[src/hdl/ssc_pkg.sv]
// Shared constants, carriers and decode for the stepper sequencer and chopper
package ssc_pkg;

  ////////////////////////////////////////////////////////////////////////////
  // Translator constants
  localparam logic [2:0] HOME_STATE = 3'h0;     // State 1, the home position
  localparam logic [3:0] HOME_PHASES = 4'h5;    // ABCD at home
  localparam int GHOST_W = 16;
  localparam int OSC_W = 16;
  localparam logic [GHOST_W-1:0] GHOST_IDLE = 16'h0000;
  localparam logic [GHOST_W-1:0] GHOST_LAST = 16'h0001;
  localparam logic [GHOST_W-1:0] GHOST_MIN = 16'h0001;
  localparam logic [OSC_W-1:0] OSC_CNT_RESET = 16'h0001;
  localparam logic [OSC_W-1:0] OSC_HALF_MIN = 16'h0001;
  localparam logic CHOP_RESET = 1'b0;           // Chopper off until first pulse
  localparam logic DIR_RESET = 1'b0;

  ////////////////////////////////////////////////////////////////////////////
  // Carriers
  typedef struct packed {
    logic sync_in;         // Shared chopper clock line, input side
    logic current_sense_cd;
    logic current_sense_ab;
    logic chop_target;     // Low: gate inhibits, high: gate phases
    logic enable;
    logic trans_reset_n;
    logic half_step;
    logic rotation_sense;
    logic step_n;
  } ssc_pins_type;

  localparam int PIN_W = 9;
  localparam logic [PIN_W-1:0] PINS_IDLE = 9'h009;  // Step and reset idle high

  typedef struct packed {
    logic [3:0] phase;     // A, B, C, D from bit 3 down
    logic inhibit_ab_n;
    logic inhibit_cd_n;
  } ssc_drive_type;

  localparam ssc_drive_type DRIVE_RESET = 6'h00;

  ////////////////////////////////////////////////////////////////////////////
  // Phase pattern of each half-step state, index 0 is state 1
  function automatic logic [3:0] ssc_phase_of(input logic [2:0] idx);
    logic [3:0] p;
    p = HOME_PHASES;
    unique case (idx)
      3'h0: p = HOME_PHASES;
      3'h1: p = 4'h1;
      3'h2: p = 4'h9;
      3'h3: p = 4'h8;
      3'h4: p = 4'ha;
      3'h5: p = 4'h2;
      3'h6: p = 4'h6;
      3'h7: p = 4'h4;
    endcase
    return p;
  endfunction

endpackage

[src/hdl/ssc_chopper.sv]
// One chopper flip-flop: set by oscillator pulse, cleared by over-current trip
`timescale 1ns/1ns
`default_nettype none
module ssc_chopper (
  // Clock, reset, freeze
  input wire logic sys_clk,
  input wire logic rst,
  input wire logic ce,
  // Chopper events
  input wire logic osc_pulse,
  input wire logic trip,
  // Drive permission
  output logic on_q
);
  import ssc_pkg::*;

  ////////////////////////////////////////////////////////////////////////////
  // Set wins when pulse and trip coincide
  always_ff @(posedge sys_clk) begin
    if (rst) begin
      on_q <= CHOP_RESET;
    end else if (ce) begin
      if (osc_pulse) begin
        on_q <= 1'b1;
      end else if (trip) begin
        on_q <= 1'b0;
      end
    end
  end
endmodule
`default_nettype wire

[src/hdl/ssc_top.sv]
// Stepper phase translator, step doubler, chopper oscillator and output logic
`timescale 1ns/1ns
`default_nettype none
// Operation
// - Doubler mode adds one internal ghost step per external step pulse not followed by another within the ghost delay.
// - Ghost step follows its external step after a configured delay.
// - Doubler mode ignores chop target and sync line; chopper gates phases.
// - Doubler mode shows the inverted direction flip-flop state on its own output.
// - Outside doubler mode, with local oscillator enabled, its square wave is driven onto the sync line.
// - Outside doubler mode and without local oscillator, sync line input clocks the choppers.
// - Home indication active whenever translator sits in state 1 (0101).
// - Home pin is open collector: released when active, pulled low otherwise.
// - Active-low inhibit drives off the A/B driver stage.
// - Inhibit asserted on de-energized winding; chops current in inhibit mode.
// - Second active-low inhibit serves C/D, same behaviour as A/B.
// - Enable low forces both inhibits and all four phases low.
// - Chop target low gates inhibits; high gates the phase lines.
// - Translator advances one state in half step, two in full step, on each step pulse's rising edge.
// - Low pulse on translator reset returns it to state 1.
// - Without chopping each inhibit is the OR of its phase pair.
// - Chopper set by each oscillator pulse, cleared by its over-current trip.
module ssc_top (
  // Clock, reset, freeze
  input wire logic sys_clk,
  input wire logic rst,
  input wire logic ce,
  // Pins from host, bridge sense and sync line
  input wire ssc_pkg::ssc_pins_type pins,
  // Configuration
  input wire logic doubler_mode,
  input wire logic osc_local_en,
  input wire logic [ssc_pkg::GHOST_W-1:0] ghost_delay,
  input wire logic [ssc_pkg::OSC_W-1:0] osc_half,
  // Bridge drive
  output ssc_pkg::ssc_drive_type drive_q,
  // Open-collector home and direction memory
  output logic home_o_q,
  output logic home_oe_q,
  output logic dir_mem_q,
  // Sync line, output side
  output logic sync_o_q,
  output logic sync_oe_q
);
  import ssc_pkg::*;

  logic [PIN_W-1:0] meta_q;
  logic [PIN_W-1:0] stab_q;
  ssc_pins_type pin_s;
  logic step_prev_q;
  logic sync_prev_q;
  logic step_rise;
  logic ext_pulse;
  logic trans_clr;
  logic dir_q;
  logic [2:0] state_q;
  logic [2:0] state_d;
  logic [GHOST_W-1:0] ghost_cnt_q;
  logic ghost_fire;
  logic [OSC_W-1:0] osc_cnt_q;
  logic osc_q;
  logic osc_wrap;
  logic local_pulse;
  logic use_ext;
  logic chop_pulse;
  logic [1:0] trip;
  logic [1:0] chop_on;
  logic gate_phase;
  logic [3:0] ph;
  logic ab_act;
  logic cd_act;
  ssc_drive_type drive_d;

  ////////////////////////////////////////////////////////////////////////////
  // Two-stage synchronizers for every pin input
  generate
    for (genvar i = 0; i < PIN_W; i++) begin : g_sync
      always_ff @(posedge sys_clk) begin
        if (rst) begin
          meta_q[i] <= PINS_IDLE[i];
          stab_q[i] <= PINS_IDLE[i];
        end else if (ce) begin
          meta_q[i] <= pins[i];
          stab_q[i] <= meta_q[i];
        end
      end
    end
  endgenerate
  assign pin_s = stab_q;

  ////////////////////////////////////////////////////////////////////////////
  // Edge detection on synchronized step and sync lines
  always_ff @(posedge sys_clk) begin
    if (rst) begin
      step_prev_q <= PINS_IDLE[0];
      sync_prev_q <= PINS_IDLE[PIN_W-1];
    end else if (ce) begin
      step_prev_q <= pin_s.step_n;
      sync_prev_q <= pin_s.sync_in;
    end
  end
  assign step_rise = pin_s.step_n & ~step_prev_q;
  assign ext_pulse = pin_s.sync_in & ~sync_prev_q;
  assign trans_clr = ~pin_s.trans_reset_n;

  ////////////////////////////////////////////////////////////////////////////
  // Direction flip-flop, latched with each external step
  always_ff @(posedge sys_clk) begin
    if (rst) begin
      dir_q <= DIR_RESET;
    end else if (ce && step_rise) begin
      dir_q <= pin_s.rotation_sense;
    end
  end

  ////////////////////////////////////////////////////////////////////////////
  // Ghost step delay; a new step restarts it, dropping a pending ghost unless that ghost fires in the same cycle
  always_ff @(posedge sys_clk) begin
    if (rst) begin
      ghost_cnt_q <= GHOST_IDLE;
    end else if (ce) begin
      if (step_rise && doubler_mode) begin
        ghost_cnt_q <= (ghost_delay < GHOST_MIN) ? GHOST_MIN : ghost_delay;
      end else if (ghost_cnt_q != GHOST_IDLE) begin
        ghost_cnt_q <= ghost_cnt_q - GHOST_LAST;
      end
    end
  end
  assign ghost_fire = (ghost_cnt_q == GHOST_LAST);

  ////////////////////////////////////////////////////////////////////////////
  // Next translator state: real and ghost steps, half or full stride
  always_comb begin
    logic [1:0] n;
    logic [2:0] delta;
    logic fwd;
    n = {1'b0, step_rise} + {1'b0, ghost_fire};
    delta = pin_s.half_step ? {1'b0, n} : {n, 1'b0};
    fwd = step_rise ? pin_s.rotation_sense : dir_q;
    state_d = fwd ? state_q + delta : state_q - delta;
  end

  // Translator state register
  always_ff @(posedge sys_clk) begin
    if (rst) begin
      state_q <= HOME_STATE;
    end else if (ce) begin
      if (trans_clr) begin
        state_q <= HOME_STATE;
      end else begin
        state_q <= state_d;
      end
    end
  end

  ////////////////////////////////////////////////////////////////////////////
  // Local chopper oscillator, square wave of osc_half cycles per half
  assign osc_wrap = (osc_cnt_q >= osc_half) || (osc_half < OSC_HALF_MIN);
  always_ff @(posedge sys_clk) begin
    if (rst) begin
      osc_cnt_q <= OSC_CNT_RESET;
      osc_q <= 1'b0;
    end else if (ce) begin
      if (osc_wrap) begin
        osc_cnt_q <= OSC_CNT_RESET;
        osc_q <= ~osc_q;
      end else begin
        osc_cnt_q <= osc_cnt_q + OSC_CNT_RESET;
      end
    end
  end
  assign local_pulse = osc_wrap & ~osc_q;
  assign use_ext = ~osc_local_en & ~doubler_mode;
  assign chop_pulse = use_ext ? ext_pulse : local_pulse;

  ////////////////////////////////////////////////////////////////////////////
  // Chopper per phase pair
  assign trip = {pin_s.current_sense_cd, pin_s.current_sense_ab};
  generate
    for (genvar k = 0; k < 2; k++) begin : g_chop
      ssc_chopper u_chop (
        .sys_clk(sys_clk),
        .rst(rst),
        .ce(ce),
        .osc_pulse(chop_pulse),
        .trip(trip[k]),
        .on_q(chop_on[k])
      );
    end
  endgenerate

  ////////////////////////////////////////////////////////////////////////////
  // Output logic; a chopped pair in phase mode has both lines pulled high
  assign gate_phase = doubler_mode | pin_s.chop_target;
  assign ph = ssc_phase_of(state_q);
  assign ab_act = ph[3] | ph[2];
  assign cd_act = ph[1] | ph[0];
  always_comb begin
    drive_d = DRIVE_RESET;
    if (pin_s.enable) begin
      drive_d.phase[3:2] = (gate_phase && ab_act && !chop_on[0]) ? 2'h3 : ph[3:2];
      drive_d.phase[1:0] = (gate_phase && cd_act && !chop_on[1]) ? 2'h3 : ph[1:0];
      drive_d.inhibit_ab_n = ab_act & (gate_phase | chop_on[0]);
      drive_d.inhibit_cd_n = cd_act & (gate_phase | chop_on[1]);
    end
  end

  // Registered pin drivers
  always_ff @(posedge sys_clk) begin
    if (rst) begin
      drive_q <= DRIVE_RESET;
      home_o_q <= 1'b0;
      home_oe_q <= 1'b0;
      dir_mem_q <= ~DIR_RESET;
      sync_o_q <= 1'b0;
      sync_oe_q <= 1'b0;
    end else if (ce) begin
      drive_q <= drive_d;
      home_o_q <= 1'b0;
      home_oe_q <= (state_q != HOME_STATE);
      dir_mem_q <= ~dir_q;
      sync_o_q <= osc_q;
      sync_oe_q <= osc_local_en & ~doubler_mode;
    end
  end
endmodule
`default_nettype wire

[config.mk]
export PLATFORM = sky130hd
export DESIGN_NAME = ssc_top
export DESIGN_NICKNAME = d
export VERILOG_FILES = /design/src/hdl/ssc_pkg.sv /design/src/hdl/ssc_chopper.sv /design/src/hdl/ssc_top.sv
export SDC_FILE = /design/constraint.sdc
export NUM_CORES = 1
export LEC_CHECK = 0
export BUFFER_PORTS_ARGS = -buffer_cell sky130_fd_sc_hd__buf_2
export CORE_MARGIN = 2
export CORE_UTILIZATION = 31
export CTS_CLUSTER_SIZE = 20
export DETAILED_ROUTE_END_ITERATION = 16
export PLACE_DENSITY = 0.55
export SLEW_MARGIN = 30
export SYNTH_ARGS = -nofsm -noshare
export SYNTH_HDL_FRONTEND = slang
export SYNTH_SLANG_ARGS = --single-unit
[constraint.sdc]
create_clock -name sys_clk -period 6.28 [get_ports sys_clk]
set_clock_uncertainty 0.05 [all_clocks]
set_input_delay 0.314 -clock sys_clk [delete_from_list [all_inputs] [get_ports sys_clk]]
set_output_delay 0.314 -clock sys_clk [all_outputs]
set_load 0.01 [all_outputs]
# Yosys cells after proc, flatten, opt, wreduce, memory -nomap -nowiden
# Memory sizes are Yosys's and may differ from the RTL's. A register that Yosys moved wholly into a read port is not among the register bits.
# Cells that the tools add are included.
# word_totals
ff_bits,69
mem_bits_ro,32
in_bits,46
out_inout_bits,11
mem_count,1
# classes
n_addsub,5
order_cmp,3
n_eq_ne,1
n_mux,18
n_bitwise,18
reduce_logical,18
# mem_list
name,depth,word_bits,read_ports,rd_clocked_by_memory_dff,wr,line_no,source
(no name shown),8,4,1,1,0,ssc_pkg.sv:48,unique case (idx)
# ops
op,count
$mux 16,4
$lt 16x1->1 const B,2
$add 16x1->16 const B,1
$eq 16x1->1 const B,1
$ge 16x16->1,1
$reduce_bool 16->1,1
$sub 16x1->16 const B,1
$mux 3,5
$reduce_and 2->1,4
$and 1x1->1,7
$logic_and 1x1->1,6
$mux 1,6
$mux 6,1
$not 1->1,6
$reduce_bool 2->1,3
$or 1x1->1,5
$mux 2,2
$add 3x3->3,1
$reduce_bool 3->1,1
$sub 3x3->3,1
$add 1x1->2,1
$logic_not 1->1,2
$logic_or 1x1->1,1

# Depth between registers and ports, before layout
# depth
ltp_word,9
mapped_depth,18
mapped_depth_nobuf,16

# Hierarchy
# A second synthesis with hierarchy kept.
# unflattened
hier_cells,476
area_unflattened_um2,3960.0
# modules_own_cells
mod,n_inst,cells_each,area_each_um2,seq_area_each_um2
ssc_top,1,468,3875.0,1421.4
ssc_chopper,2,4,42.5,20.0

# Least setup slack after synthesis
# Ideal clock, no wire load.
# synth_timing
path_type,reg2reg
start,register ghost_cnt_q[8]
end,register ph[2] (netlist name)
arrival_time_ns,4.006
t_required_ns,6.158
setup_slack_ns,2.153
stages_incl_launch_ff,18
cell_sequence,dfxtp_1 -> or4_1 -> buf_2 -> or4_1 -> buf_2 -> nor3_1 -> ha_1 -> nand4bb_1 -> o21ai_0 -> nor3_1 -> a21oi_1 -> fa_1 -> o311ai_0 -> a221oi_1 -> o21ai_0 -> and3_1 -> clkbuf_1 -> mux2i_1
# synth_between
elab_chain_len,8
elab_cells_between_ends,9
cone_classes,3 x add/sub; 1 x eq/ne; 5 x mux
# synth_rtl
item,line_no,source
"start, declared",ssc_top.sv:57,logic [GHOST_W-1:0] ghost_cnt_q;
"start signal, assigned",ssc_top.sv:122,ghost_cnt_q <= (ghost_delay < GHOST_MIN) ? GHOST_MIN : ghost_delay;
"start signal, assigned",ssc_top.sv:124,ghost_cnt_q <= ghost_cnt_q - GHOST_LAST;
$eq 16x1->1 *,ssc_top.sv:128,assign ghost_fire = (ghost_cnt_q == GHOST_LAST);
$add 1x1->2 *,ssc_top.sv:136,"n = {1'b0, step_rise} + {1'b0, ghost_fire};"
$mux 3 *,ssc_top.sv:137,"delta = pin_s.half_step ? {1'b0, n} : {n, 1'b0};"
$sub 3x3->3 or $add 3x3->3 (tied branches),ssc_top.sv:139,state_d = fwd ? state_q + delta : state_q - delta;
$mux 3 *,ssc_top.sv:139,
$mux 3 *,ssc_top.sv:147,if (trans_clr) begin
$mux 3 (no source line) * (2 in series),n/a,
# Mark *: on every way between the ends. The rest lies on a longest branch, timed or not.
# A chain may end at the register's enable or synchronous reset.

# Worst setup path after layout
# layout_timing
start,register ghost_cnt_q[8]
end,register ph[2] (netlist name)
# layout_between
elab_chain_len,8
elab_cells_between_ends,9
cone_classes,3 x add/sub; 1 x eq/ne; 5 x mux
# layout_rtl
item,line_no
$eq 16x1->1 *,ssc_top.sv:128
$add 1x1->2 *,ssc_top.sv:136
$mux 3 *,ssc_top.sv:137
$sub 3x3->3 or $add 3x3->3 (tied branches),ssc_top.sv:139
$mux 3 *,ssc_top.sv:139
$mux 3 *,ssc_top.sv:147
$mux 3 (no source line) * (2 in series),n/a
# Marks and branches as above.

==> impl_metrics.py <==
metrics = {
    "sta": {
        "post-route-min-period_ns": 4.63,
        "fmax_ghz": 0.216,
        "postLayoutSetupSlackWorst_ns": 1.65,
        "hold_viol_final": 0,
        "whs_ns": 0.145,
        "finalSetupTns_ns": 0,
        "relSlewSlack": 0.486,
        "rsz0062_at_grt": "no",
        "finalSetupViolations": 0,
        "finalCritPeriodShare": 0.737,
        "tightest_slew_ns": 0.772,
        "drv_slew": 0,
    },
    "logic_synthesis": {
        "synth_top_area_frac": 0.366,
        "synth-edff-count": 0,
        "yosys.area.top_type": "dfxtp_1",
        "synth-seq-area-share": 0.366,
        "synth_cell_types": 59,
        "syn_area_um2": 3990,
        "syn_area_per_cell_um2": 8.13,
        "async_flop_share": 0,
        "yosys-top-cells-area": "dfxtp_1, ha_1, nor2_1",
        "synth-warning-count": 0,
        "syn_nets": 559,
        "synth_ff_type": "dfxtp_1",
        "syn_inst": 491,
        "ys_ff_latch": 73,
    },
    "critical_path": {
        "cp_max_fo": 7,
        "end_kind": "flop",
        "reg2reg_from": "ghost_cnt_q[8]",
        "ff2ff_path_depth": 14,
        "worst_ep_arrival_time_ns": 4.84,
        "critPathRequiredTime_ns": 6.49,
        "worstSetupPathType": "flop to flop",
        "crit_start": "ghost_cnt_q[8]",
        "crit_path_start_kind": "flop",
    },
    "clock_tree": {
        "cts_resized": 0,
        "htreeDepth": 3,
        "cts_setup_buffers": 0,
        "cts_hold_buf": 0,
        "clockBufferDepth": 2,
        "clock-root-buffer": "clkbuf_16",
        "cts_buffers": 9,
        "numClockSinks": 73,
        "insertion_delay_ns": 0.33,
        "path_clk_slew_ns": 0.06,
        "cts_tree": "built",
    },
    "routing": {
        "routed_wl_mm": 9.28,
        "viasPerCell": 5.08,
        "ant_nets": 0,
        "wire_per_inst_um": 13.1,
        "drt_iter0_drc": 232,
        "post-route-drc-count": 0,
        "vias": 3594,
        "drt_pass1_iterations": 5,
    },
    "floorplan": {
        "die_y_um": 117,
        "io_pins": 57,
        "coreArea_um2": 12600,
        "die_area_um2": 13800,
        "start_util": 0.317,
        "rows": 41,
        "die_width_um": 117,
    },
    "grt": {
        "grt_pass1_wl_mm": 15.9,
        "antenna_found_initial": 0,
        "grt_usage": 0.138,
        "grt_max_degree": 76,
        "grt_overflow": 0,
        "grt_pass1_vias": 3361,
    },
    "pwr": {
        "p_sw_mw": 0.632,
        "vdd_ir_drop_max_uv": 212,
        "seq_power_share": 0.337,
        "intPower_mw": 1.13,
        "power_density_nw_per_um2": 376,
        "leakagePower_nw": 1.94,
        "swShare": 0.359,
        "p_clk_frac": 0.310,
        "comb_power_share": 0.353,
    },
    "layout": {
        "diodes": 0,
        "layout.nets": 599,
        "areaGrowthSynthToFinish_pct": 17.7,
        "multi_input_area_um2": 2310,
        "num-fill-cells": 1280,
        "drive_above_1_share": 0.149,
        "seqCellArea_um2": 1460,
    },
    "place": {
        "io_buffers": 55,
        "gp_congestion": 0.840,
        "dp_hpwl_mm": 6.59,
        "dp_slack_ns": 1.78,
    },
    "run_status": {
        "status": "finished clean",
    },
    "min_path": {
        "whs_path_depth": 2,
        "hold_start": "pins[0]",
        "hp-class": "input port to flop",
    },
    "run": {
        "cap_violations": 0,
    },
}
[placed cells by master (no fill, tap or decap), types with 11 or more instances in the layout]
master	netlist	layout
dfxtp_1	73	73
nor2_1	58	58
buf_2	2	55
nand2_1	41	41
a21oi_1	33	33
o21ai_0	31	31
nor3_1	26	26
inv_1	25	25
ha_1	21	21
mux2i_1	18	18
nor4_1	16	16
nor2b_1	12	12
xor2_1	11	11
[critical path: stages (launching register included)]
cell and delay [ns]:
dfxtp_1 0.35, or4_1 0.66, or4_1 0.60, nor3_1 0.23, ha_1 0.33, nand4bb_1 0.16, o21ai_0 0.24, nor3_1 0.21
a21oi_1 0.08, fa_1 0.51, o311ai_0 0.38, a221oi_1 0.10, o21ai_0 0.15, and3_1 0.31, mux2i_1 0.20
[flip-flops by register name (all words and copies together), names as in the netlist]
signal / flops
state_q: 3
osc_cnt_q: 16
sync_o_q: 1
dir_q: 1
drive_q: 6
meta_q: 9
dir_mem_q: 1
sync_oe_q: 1
ph: 4
home_oe_q: 1
sync_prev_q: 1
g_chop.u_chop.on_q: 2
pin_s: 9
ghost_cnt_q: 16
osc_q: 1
step_prev_q: 1
[stage by stage]
stage               power [mW]   util  cells  instance area (um2)
CTS                       1.78  0.374    708                 4690
global route              1.89  0.374    708                 4690
global placement          1.22  0.348    692                 4370
finish                    1.76  0.374    708                 4690
floorplan                 1.12      -    491                 3990
detailed placement        1.22  0.348    692                 4370
[cells in the mapped netlist (all sizes together) (2+ instances only)]
cell type,count
dfxtp,73
a21oi,33
nor4,16
o211ai,2
and3,2
mux2i,18
or3,3
mux2,2
a31oi,2
buf,8
o221ai,2
nor3b,3
nand2,41
or2,2
nor2b,12
and4,2
nand4,8
xor2,11
o31ai,3
a22oi,7
nand2b,4
a2bb2oi,4
or4,6
clkbuf,20
a211oi,5
xnor2,4
o21ai,33
nand3b,2
a211o,5
nand3,7
nor3,26
a41oi,3
nor2,58
inv,25
ha,21
[power by group through the flow]
stage          clock (mW)  sequential, mW  combinational [mW]
2_1_floorplan           0           0.588               0.529
3_3_place_gp            0           0.601               0.615
3_5_place_dp            0           0.602               0.620
4_1_cts             0.563           0.593               0.624
5_1_grt             0.580           0.607               0.703
6_report            0.546           0.594               0.622
[routing by layer]
metal	share of wire	wire, um	GRT usage	vias up
met4	0.0099	92	0.0467	0
met3	0.045	418	0.0305	6
met5	0	0	0	-
met1	0.48	4420	0.185	1671
met2	0.47	4360	0.219	81
li1	-	-	-	1836
[area by class of cell]
cell class / count / area share
Tap cell: 172 / 0.0458
Clock inverter: 6 / 0.0195
Sequential cell: 73 / 0.311
Multi-Input combinational cell: 365 / 0.493
Clock buffer: 10 / 0.0488
Timing Repair Buffer: 57 / 0.0618
Inverter: 25 / 0.0200
[path summary, 6_finish.rpt]
kind	to	slack, ns
worst min-delay path	meta_q[0]	0.14
worst min register to register	drive_q[2]	0.39
worst max-delay path	ph[2]	1.65
worst max register to register	ph[2]	1.65
[cells by family after synthesis]
kind of cell | synth area share
AOI/OAI and AO/OA | 0.184
xor gates and xnor gates | 0.0329
adders and majority gates | 0.0709
buffers and inverters | 0.0542
DFF | 0.366
muxes | 0.0508
other | 0.000940
and+or+nand+nor | 0.240
(Power assumes the default switching activity.)
